### src/fsag_pkg.sv
// Constants, types and the two-stage synchroniser of the flash access guard.
// Assumes a single 20 MHz core clock and a plain address/strobe register port.
// Operation
// Security byte starts unprotected at all ones
// Security byte writes may only raise level
// Level one refuses flash, status, vector writes
// Level two refuses all flash reads, writes
// Only full chip erase lowers security level
// Memory class: free, read-only, then none
// Security byte: free, level-two write, read-only
// Block erase level zero; chip erase always
// Lock bits active low; first blocks programming
// Second lock bit also blocks in-system verify
// Programmer locks only after verifying contents
// Internal flash fills lowest 16K or 32K
// Pin high: internal until counter passes top
// Pin low: every fetch goes external
// Level and locks survive every reset; here only rst keeps them, por reloads them blank
package fsag_pkg;

  // Register byte offsets
  localparam logic [7:0] REG_CMD    = 8'h00;  // Command issue / echo
  localparam logic [7:0] REG_RESULT = 8'h04;  // Outcome of last command
  localparam logic [7:0] REG_STATE  = 8'h08;  // Security and fetch state

  // Command register fields
  localparam int CMD_OP_LSB   = 0;   // Operation field
  localparam int CMD_TGT_LSB  = 3;   // Target field
  localparam int CMD_ISP_BIT  = 6;   // Issued over in-system port
  localparam int CMD_DATA_LSB = 8;   // Data byte

  // Result register fields
  localparam int RES_ANS_LSB  = 0;   // Answer character
  localparam int RES_GRANT    = 8;   // Last command granted
  localparam int RES_REFUSE   = 9;   // Last command refused
  localparam int RES_BUSY     = 10;  // Engine busy
  localparam int RES_OVERRUN  = 11;  // Command dropped while busy
  localparam int RES_DATA_LSB = 16;  // Read value

  // State register fields
  localparam int STA_SSB_LSB  = 0;   // Security byte
  localparam int STA_LOCK_LSB = 8;   // Lock bits, first at low bit
  localparam int STA_LVL_LSB  = 10;  // Decoded level
  localparam int STA_FEXT     = 12;  // Fetch goes external
  localparam int STA_PIN      = 13;  // Synchronised access pin

  // Security byte encodings
  localparam logic [7:0] SSB_LEVEL0 = 8'hFF;  // No security
  localparam logic [7:0] SSB_LEVEL1 = 8'hFE;  // Write security
  localparam logic [7:0] SSB_LEVEL2 = 8'hFC;  // Read and write security

  // Lock bits unprogrammed, both ones
  localparam logic [1:0] LOCK_BLANK = 2'h3;

  // Bootloader answer characters
  localparam logic [7:0] ANS_OK    = 8'h00;  // Granted
  localparam logic [7:0] ANS_PROT  = 8'h50;  // Character P
  localparam logic [7:0] ANS_LOCK  = 8'h4C;  // Character L

  // Program space
  localparam logic [15:0] FLASH_TOP_16K = 16'h3FFF;  // Small variant top
  localparam logic [15:0] FLASH_TOP_32K = 16'h7FFF;  // Large variant top

  // Security levels
  typedef enum logic [1:0]
  {
    LVL_0 = 2'h0,
    LVL_1 = 2'h1,
    LVL_2 = 2'h2
  } fsag_level_t;

  // Operations
  typedef enum logic [2:0]
  {
    OP_READ        = 3'h0,
    OP_WRITE       = 3'h1,
    OP_BLOCK_ERASE = 3'h2,
    OP_CHIP_ERASE  = 3'h3,
    OP_BLANK_CHECK = 3'h4
  } fsag_op_t;

  // Targets
  typedef enum logic [2:0]
  {
    TGT_FLASH     = 3'h0,
    TGT_FUSE      = 3'h1,
    TGT_BOOT_STAT = 3'h2,
    TGT_BOOT_VEC  = 3'h3,
    TGT_SSB       = 3'h4,
    TGT_MANUF     = 3'h5,
    TGT_BOOT_INFO = 3'h6,
    TGT_LOCK      = 3'h7
  } fsag_target_t;

  // Command engine states, Gray along the path
  typedef enum logic [1:0]
  {
    ST_IDLE   = 2'h0,
    ST_CHECK  = 2'h1,
    ST_ANSWER = 2'h3
  } fsag_state_t;

  // One captured request
  typedef struct packed
  {
    fsag_op_t     op;      // Operation
    fsag_target_t target;  // Target
    logic         isp;     // From in-system port
    logic [7:0]   data;    // Data byte
  } fsag_req_t;

endpackage

`timescale 1ns/1ps

// Two flip-flop synchroniser for levels from outside the clock domain
module fsag_sync
#(
  parameter int W = 1      // Width
)
(
  input  wire logic         clk,  // Core clock
  input  wire logic         rst,  // Synchronous reset
  input  wire logic [W-1:0] d,    // Asynchronous level
  output logic      [W-1:0] q     // Synchronised level
);

  logic [W-1:0] meta;  // First stage, read only by second

  // Two stages in series
  always_ff @(posedge clk)
  begin
    if (rst)
    begin
      meta <= '0;
      q    <= '0;
    end
    else
    begin
      meta <= d;
      q    <= meta;
    end
  end

endmodule

### src/fsag_guard.sv
// Flash security access guard: checks each requested access against the
// security byte and the two lock bits, and selects the instruction fetch source.
// Assumes a register master on the same clock and an asynchronous access pin.
//
// Implementation choices: the register offsets and the strobed register port.
`timescale 1ns/1ps

module fsag_guard
  import fsag_pkg::*;
#(
  parameter bit FLASH_32K = 1'b1          // Variant with 32K internal flash
)
(
  input  wire logic        clk,           // Core clock, 20 MHz
  input  wire logic        rst,           // Synchronous reset, active high
  input  wire logic        por,           // Power-on load of nonvolatile cells
  input  wire logic [7:0]  addr,          // Register byte address
  input  wire logic [31:0] wdata,         // Register write data
  input  wire logic        wr,            // Write strobe
  input  wire logic        rd,            // Read strobe
  output logic      [31:0] rdata,         // Read data, one cycle after rd
  input  wire logic        external_access_pin, // Fetch source pin
  input  wire logic [15:0] pc,            // Program counter from core
  output logic             fetch_external,// Fetch from external memory
  output logic             grant,         // One-cycle pulse, access granted
  output logic             refuse,        // One-cycle pulse, access refused
  output logic      [7:0]  answer         // Bootloader answer character
);

  // Full state of the block
  typedef struct packed
  {
    logic [7:0]  software_security_byte; // Nonvolatile level cell
    logic        lock_bit_first;         // Nonvolatile, zero is programmed
    logic        lock_bit_second;        // Nonvolatile, zero is programmed
    fsag_state_t state;                  // Command engine
    fsag_req_t   req;                    // Captured request
    logic        granted;                // Sticky outcome flags
    logic        refused;                // Sticky outcome flags
    logic        overrun;                // Command lost while busy
    logic [7:0]  read_value;             // Value read by last command, zero unless a granted security byte or lock read
    logic [7:0]  answer;                 // Answer character
    logic        grant;                  // Grant pulse
    logic        refuse;                 // Refuse pulse
    logic        fetch_external;         // Fetch source
    logic [31:0] rdata;                  // Read data register
  } fsag_regs_t;

  // Reset image of the whole state
  localparam fsag_regs_t REGS_INIT = '{
    software_security_byte: SSB_LEVEL0,
    lock_bit_first:         LOCK_BLANK[0],
    lock_bit_second:        LOCK_BLANK[1],
    state:                  ST_IDLE,
    req:                    '0,
    granted:                1'b0,
    refused:                1'b0,
    overrun:                1'b0,
    read_value:             8'h00,
    answer:                 ANS_OK,
    grant:                  1'b0,
    refuse:                 1'b0,
    fetch_external:         1'b0,
    rdata:                  32'h0000_0000
  };

  // Highest internal address of this variant
  localparam logic [15:0] FLASH_TOP = FLASH_32K ? FLASH_TOP_32K : FLASH_TOP_16K;

  fsag_regs_t  r;            // Registered state
  fsag_regs_t  next_r;       // Next state
  logic        pin_sync;     // Synchronised access pin
  fsag_level_t level;        // Decoded security level
  logic        mem_class;    // Target is flash, fuse, boot byte or lock
  logic        ok;           // Decision of the check
  logic [7:0]  code;         // Refusal character

  // Access pin passes two flops first
  fsag_sync
  #(
    .W (1)
  )
  u_pin_sync
  (
    .clk (clk),
    .rst (rst),
    .d   (external_access_pin),
    .q   (pin_sync)
  );

  // Decode level; a cleared bit 1 counts as level two whatever bit 0 holds
  always_comb
  begin
    if (!r.software_security_byte[1])
    begin
      level = LVL_2;
    end
    else if (!r.software_security_byte[0])
    begin
      level = LVL_1;
    end
    else
    begin
      level = LVL_0;
    end
  end

  // Targets guarded like the flash array
  always_comb
  begin
    unique case (r.req.target)
      TGT_FLASH, TGT_FUSE, TGT_BOOT_STAT, TGT_BOOT_VEC, TGT_LOCK: mem_class = 1'b1;
      default: mem_class = 1'b0;
    endcase
  end

  // Permission check of the captured request
  always_comb
  begin
    ok   = 1'b1;
    code = ANS_OK;
    unique case (r.req.op)
      OP_CHIP_ERASE, OP_BLANK_CHECK:
      begin
        ok = 1'b1;
      end
      OP_BLOCK_ERASE:
      begin
        // Only at level zero
        if (level != LVL_0)
        begin
          ok   = 1'b0;
          code = (level == LVL_2) ? ANS_LOCK : ANS_PROT;
        end
      end
      OP_READ:
      begin
        if (mem_class && level == LVL_2)
        begin
          ok   = 1'b0;
          code = ANS_LOCK;
        end
        else if (r.req.target == TGT_SSB && level == LVL_1)
        begin
          ok   = 1'b0;
          code = ANS_PROT;
        end
      end
      OP_WRITE:
      begin
        if (r.req.target == TGT_MANUF || r.req.target == TGT_BOOT_INFO)
        begin
          ok   = 1'b0;
          code = ANS_PROT;
        end
        else if (mem_class && level == LVL_2)
        begin
          ok   = 1'b0;
          code = ANS_LOCK;
        end
        else if (mem_class && level == LVL_1)
        begin
          ok   = 1'b0;
          code = ANS_PROT;
        end
        else if (r.req.target == TGT_SSB)
        begin
          // Only an encoded level above the present one
          if (level == LVL_2)
          begin
            ok   = 1'b0;
            code = ANS_LOCK;
          end
          else if (r.req.data == SSB_LEVEL2)
          begin
            ok = 1'b1;
          end
          else if (r.req.data == SSB_LEVEL1 && level == LVL_0)
          begin
            ok = 1'b1;
          end
          else
          begin
            ok   = 1'b0;
            code = ANS_PROT;
          end
        end
      end
      default:
      begin
        // Unused operation code
        ok   = 1'b0;
        code = ANS_PROT;
      end
    endcase

    // Lock bits guard the flash array over the in-system port only
    if (ok && r.req.isp && r.req.target == TGT_FLASH)
    begin
      if (!r.lock_bit_second && r.req.op == OP_READ)
      begin
        ok   = 1'b0;
        code = ANS_LOCK;
      end
      else if ((!r.lock_bit_first || !r.lock_bit_second) &&
               (r.req.op == OP_WRITE || r.req.op == OP_BLOCK_ERASE))
      begin
        ok   = 1'b0;
        code = ANS_PROT;
      end
    end
  end

  // Next state of the whole block
  always_comb
  begin
    next_r        = r;
    next_r.grant  = 1'b0;
    next_r.refuse = 1'b0;
    next_r.rdata  = 32'h0000_0000;

    // Fetch source from pin and counter
    next_r.fetch_external = !pin_sync || (pc > FLASH_TOP);

    // Command engine
    unique case (r.state)
      ST_IDLE:
      begin
        // Take a new command
        if (wr && addr == REG_CMD)
        begin
          next_r.req.op     = fsag_op_t'(wdata[CMD_OP_LSB +: 3]);
          next_r.req.target = fsag_target_t'(wdata[CMD_TGT_LSB +: 3]);
          next_r.req.isp    = wdata[CMD_ISP_BIT];
          next_r.req.data   = wdata[CMD_DATA_LSB +: 8];
          next_r.granted    = 1'b0;
          next_r.refused    = 1'b0;
          next_r.overrun    = 1'b0;
          next_r.state      = ST_CHECK;
        end
      end
      ST_CHECK:
      begin
        // Apply the decision
        next_r.state = ST_ANSWER;
        if (ok)
        begin
          next_r.granted = 1'b1;
          next_r.answer  = ANS_OK;
          next_r.grant   = 1'b1;
          if (r.req.op == OP_CHIP_ERASE)
          begin
            // Erase returns cells to blank
            next_r.software_security_byte = SSB_LEVEL0;
            next_r.lock_bit_first         = LOCK_BLANK[0];
            next_r.lock_bit_second        = LOCK_BLANK[1];
          end
          else if (r.req.op == OP_WRITE && r.req.target == TGT_SSB)
          begin
            next_r.software_security_byte = r.req.data;
          end
          else if (r.req.op == OP_WRITE && r.req.target == TGT_LOCK)
          begin
            // Programming only clears bits
            next_r.lock_bit_first  = r.lock_bit_first & r.req.data[0];
            next_r.lock_bit_second = r.lock_bit_second & r.req.data[1];
          end
          // Capture what a read returns
          if (r.req.op == OP_READ && r.req.target == TGT_SSB)
          begin
            next_r.read_value = r.software_security_byte;
          end
          else if (r.req.op == OP_READ && r.req.target == TGT_LOCK)
          begin
            next_r.read_value = {6'h00, r.lock_bit_second, r.lock_bit_first};
          end
          else
          begin
            next_r.read_value = 8'h00;
          end
        end
        else
        begin
          next_r.refused    = 1'b1;
          next_r.answer     = code;
          next_r.refuse     = 1'b1;
          next_r.read_value = 8'h00;
        end
      end
      ST_ANSWER:
      begin
        // Back to idle for the next command
        next_r.state = ST_IDLE;
      end
      default:
      begin
        next_r.state = ST_IDLE;
      end
    endcase

    // Command lost while engine busy
    if (wr && addr == REG_CMD && r.state != ST_IDLE)
    begin
      next_r.overrun = 1'b1;
    end

    // Register reads, data stand one cycle later
    if (rd)
    begin
      unique case (addr)
        REG_CMD:
        begin
          next_r.rdata[CMD_OP_LSB +: 3]   = r.req.op;
          next_r.rdata[CMD_TGT_LSB +: 3]  = r.req.target;
          next_r.rdata[CMD_ISP_BIT]       = r.req.isp;
          next_r.rdata[CMD_DATA_LSB +: 8] = r.req.data;
        end
        REG_RESULT:
        begin
          next_r.rdata[RES_ANS_LSB +: 8]  = r.answer;
          next_r.rdata[RES_GRANT]         = r.granted;
          next_r.rdata[RES_REFUSE]        = r.refused;
          next_r.rdata[RES_BUSY]          = (r.state != ST_IDLE);
          next_r.rdata[RES_OVERRUN]       = r.overrun;
          next_r.rdata[RES_DATA_LSB +: 8] = r.read_value;
        end
        REG_STATE:
        begin
          next_r.rdata[STA_SSB_LSB +: 8]  = r.software_security_byte;
          next_r.rdata[STA_LOCK_LSB]      = r.lock_bit_first;
          next_r.rdata[STA_LOCK_LSB + 1]  = r.lock_bit_second;
          next_r.rdata[STA_LVL_LSB +: 2]  = level;
          next_r.rdata[STA_FEXT]          = r.fetch_external;
          next_r.rdata[STA_PIN]           = pin_sync;
        end
        default:
        begin
          // Unmapped reads return zero
          next_r.rdata = 32'h0000_0000;
        end
      endcase
    end
  end

  // State register; reset keeps the nonvolatile cells
  always_ff @(posedge clk)
  begin
    if (por)
    begin
      r <= REGS_INIT;
    end
    else if (rst)
    begin
      r                        <= REGS_INIT;
      r.software_security_byte <= r.software_security_byte;
      r.lock_bit_first         <= r.lock_bit_first;
      r.lock_bit_second        <= r.lock_bit_second;
    end
    else
    begin
      r <= next_r;
    end
  end

  // Outputs straight from the state
  assign rdata          = r.rdata;
  assign fetch_external = r.fetch_external;
  assign grant          = r.grant;
  assign refuse         = r.refuse;
  assign answer         = r.answer;

endmodule

### config.mk
export PLATFORM = sky130hd
export DESIGN_NAME = fsag_guard
export DESIGN_NICKNAME = d
export VERILOG_FILES = /design/src/fsag_pkg.sv /design/src/fsag_guard.sv
export SDC_FILE = /design/constraint.sdc
export NUM_CORES = 1
export LEC_CHECK = 0
export BUFFER_PORTS_ARGS = -buffer_cell sky130_fd_sc_hd__buf_2
export CORE_MARGIN = 5
export CORE_UTILIZATION = 45
export CTS_CLUSTER_SIZE = 40
export DETAILED_ROUTE_END_ITERATION = 7
export PLACE_DENSITY = 0.72
export SLEW_MARGIN = 15
export SYNTH_ARGS = -nofsm -noshare
export SYNTH_HDL_FRONTEND = slang
export SYNTH_SLANG_ARGS = --single-unit
### constraint.sdc
create_clock -name clk -period 2.9 [get_ports clk]
set_input_delay 0.435 -clock clk [delete_from_list [all_inputs] [get_ports clk]]
set_output_delay 0.435 -clock clk [all_outputs]
set_load 0.02 [all_outputs]
==> impl_metrics.ini <==
[run_status]
run_status = finished, final reports clean

[critical_path]
worst_endpoint_data_arrival_time_ps = 2380
worst_setup_path_startpoint = r[65]
timing.critical_path.slowest_stage_cell = sky130_fd_sc_hd__dfxtp_1
maximum_single_stage_delay_on_the_critical_path_ps = 520
timing.reg2reg.worst_path_depth = 5
critical-path-top-delay-family = compound AO/OA/AOI/OAI gates
critPathCaptureType = flop
crit_path_cell_trace = a21boi_1 > o21ai_1 > a311oi_4 > nor2_2 > a221o_1
crit_fanout = 10
timing.critical_path.buf_inv = 0
path_class = reg -> reg
r2r-start = r[65]
crit-reg2reg-capture = r[72]
worst_setup_path_endpoint = r[72]
rrSetupSlack_ps = 750
critPathRequiredTime_ps = 3130
cp-start-kind = flop
crit_cells = 5

[die]
area_of_the_placeable_core_um2 = 6790
fp.dieArea_um2 = 8770
io_pins = 105
floorplan.initialDensity_pct = 46.4
die_y_um = 93.7
die-width_um = 93.7
placement_rows = 30

[synthesis]
yosys_register_bits = 70
synth.cell_area_um2 = 3150
synth_enable_flop_cells = 0
post_synth.cell_area_avg_um2 = 9.66
postSynth.asyncResetShare_pct = 0
yosysWarnings = 0
synthDistinctLibCells = 56
synthCells = 326
register_area_share_after_synthesis_pct = 44.5
synthFlopType = sky130_fd_sc_hd__dfxtp_1

[routing]
first_iter_violations = 138
route.final.wire_length_um = 6210
detail_route.wl_per_cell_um = 13.6
drc = 0
post_drt_via_cell_ratio = 4.96
drtAntennaViolNets = 0
first_pass_iters = 4
num_vias = 2258

[sta]
setup-tns-final_ps = 0
unrepaired_setup_endpoints_after_global_routing = false
finalSetupViolCount = 0
post-route-period-util_pct = 74.1
report.final.hold_viol_count = 0
fin_worst_skew_ps = 9.16
final.min_clock_period_ps = 2150
peak_clock_frequency_supported_by_timing_ghz = 0.466
report.final.slew_viol_count = 0

[clock_tree]
htree_levels = 3
ctsResizeCount = 0
cts_made_buffers = 9
numClockSinks = 70
post-cts-setup-buffers = 0
cts-root-to-sink-buffers = 2
worst_skew_pair.late_latency_ps = 350
clkSlewWorstSetupHoldPaths_ps = 80
clk_tree_root_cell = sky130_fd_sc_hd__clkbuf_8
tritoncts = built
hold_buffers = 0

[cells_and_area]
drive_gt1_share_pct = 26.2
layout-area-overhead-vs-synth_pct = 9.45
numnets_final = 416
final-seq-area_um2 = 1400
most_frequent_cells_in_the_layout = sky130_fd_sc_hd__dfxtp_1 (70), sky130_fd_sc_hd__buf_2 (60), sky130_fd_sc_hd__nor2_1 (50)
diodes = 0
mostFrequentLayoutCell = sky130_fd_sc_hd__dfxtp_1
multi_input_comb_area_um2 = 1390
filler_cell_count = 651

[global_route]
grt_antenna_before_repair = 0
grt.total_usage_pct = 14.9
grt_pass1_wl_um = 10100
overflow = 0
grt_pass1_vias = 2074
grt_max_degree = 20

[hold_path]
hold_path.class = in -> reg

[power_and_ir_drop]
cellPowerDensity_nw_per_um2 = 535
vdd_ir_drop_max_v = 0.000300
power.static_leakage_nw = 1.57
total_power_w = 0.00184

[place]
dp.final_hpwl_um = 4610
routability_congestion_estimate = 0.900
place.port_buffers = 60

[flow_run]
drv.max_cap_violation_count = 0
-- state kept, by name, indices dropped and copies added (netlist names) --
name and flops:
rdata 24, refuse 1, answer 3, grant 1
u_pin_sync.q 1, fetch_external 1, u_pin_sync.meta 1, r 38
-- power breakdown --
| part | switching [W] | internal (W) |
|---|---|---|
| sequential | 0.00000101 | 0.000963 |
| combinational | 0.0000503 | 0.0000290 |
| clock | 0.000375 | 0.000426 |
-- cells in the mapped netlist (3+ instances only) --
cell	instances	share of area (%)
sky130_fd_sc_hd__nand3_1	4	0.64
sky130_fd_sc_hd__o21ai_0	4	0.64
sky130_fd_sc_hd__and3_1	3	0.60
sky130_fd_sc_hd__nor3_1	3	0.48
sky130_fd_sc_hd__nor2_1	50	6.0
sky130_fd_sc_hd__inv_1	3	0.36
sky130_fd_sc_hd__or3_1	9	1.8
sky130_fd_sc_hd__mux2i_1	30	9.5
sky130_fd_sc_hd__nor2b_1	7	1.4
sky130_fd_sc_hd__buf_4	41	9.8
sky130_fd_sc_hd__dfxtp_1	70	44
sky130_fd_sc_hd__nand2_1	5	0.60
sky130_fd_sc_hd__and2_1	12	2.4
sky130_fd_sc_hd__a21oi_1	13	2.1
sky130_fd_sc_hd__a22o_1	10	2.8
sky130_fd_sc_hd__clkbuf_1	7	0.83
sky130_fd_sc_hd__nand2b_1	3	0.60
sky130_fd_sc_hd__buf_2	5	0.79
-- cell type report --
class | count | share of cell area (%)
multi-input combinational | 207 | 40.3
timing repair buffer | 62 | 9.14
sequential | 70 | 40.6
clock buffer | 10 | 3.99
clock inverter | 6 | 2.00
inverter | 4 | 0.435
tap | 96 | 3.48
-- routing by layer --
metal  up-vias  global-route usage, %  part of all wire [%]
met5         -                      0                     0
met4         0                   5.78                   1.7
met3        11                   4.81                   6.6
met2        62                   24.1                    48
met1      1041                   18.4                    44
li1       1144                      -                     -
-- kinds of logic after synthesis --
kind of cell           after synthesis  share of synthesized area, %
multiplexers                        30                          9.53
AO/OA/AOI/OAI                       49                          12.7
other                                1                         0.119
buffers and inverters               60                          12.7
flip-flops                          70                          44.5
AND/OR/NAND/NOR                    115                          20.2
XOR/XNOR                             1                         0.278
-- worst min-delay path by stage --
stage | startpoint | end | slack, ps | cells past startpoint
2_1_floorplan | u_pin_sync.q | fetch_external | 410 | 1
3_3_place_gp | u_pin_sync.q | fetch_external | 410 | 1
3_5_place_dp | u_pin_sync.meta | u_pin_sync.q | 430 | 1
4_1_cts | external_access_pin | u_pin_sync.meta | 290 | 2
5_1_grt | external_access_pin | u_pin_sync.meta | 310 | 2
6_report | external_access_pin | u_pin_sync.meta | 300 | 2
-- through the flow --
step	hold WS (ps)	cell area, um2	instances	utilization, %	worst slack, ps
6_report	301	3450	455	50.8	752
3_5_place_dp	428	3240	439	47.7	535
5_1_grt	311	3450	455	50.8	588
2_1_floorplan	407	3190	337	-	914
4_1_cts	291	3450	455	50.8	761
3_3_place_gp	413	3240	439	47.7	574
-- worst register-to-register path, delay by kind of cell, from the launching register on --
| family | cells | cell delay, ps |
|---|---|---|
| AO/OA/AOI/OAI | 4 | 1330 |
| flip-flops | 1 | 520 |
| AND/OR/NAND/NOR | 1 | 190 |
Note: power is estimated with default switching activity, not from simulation.
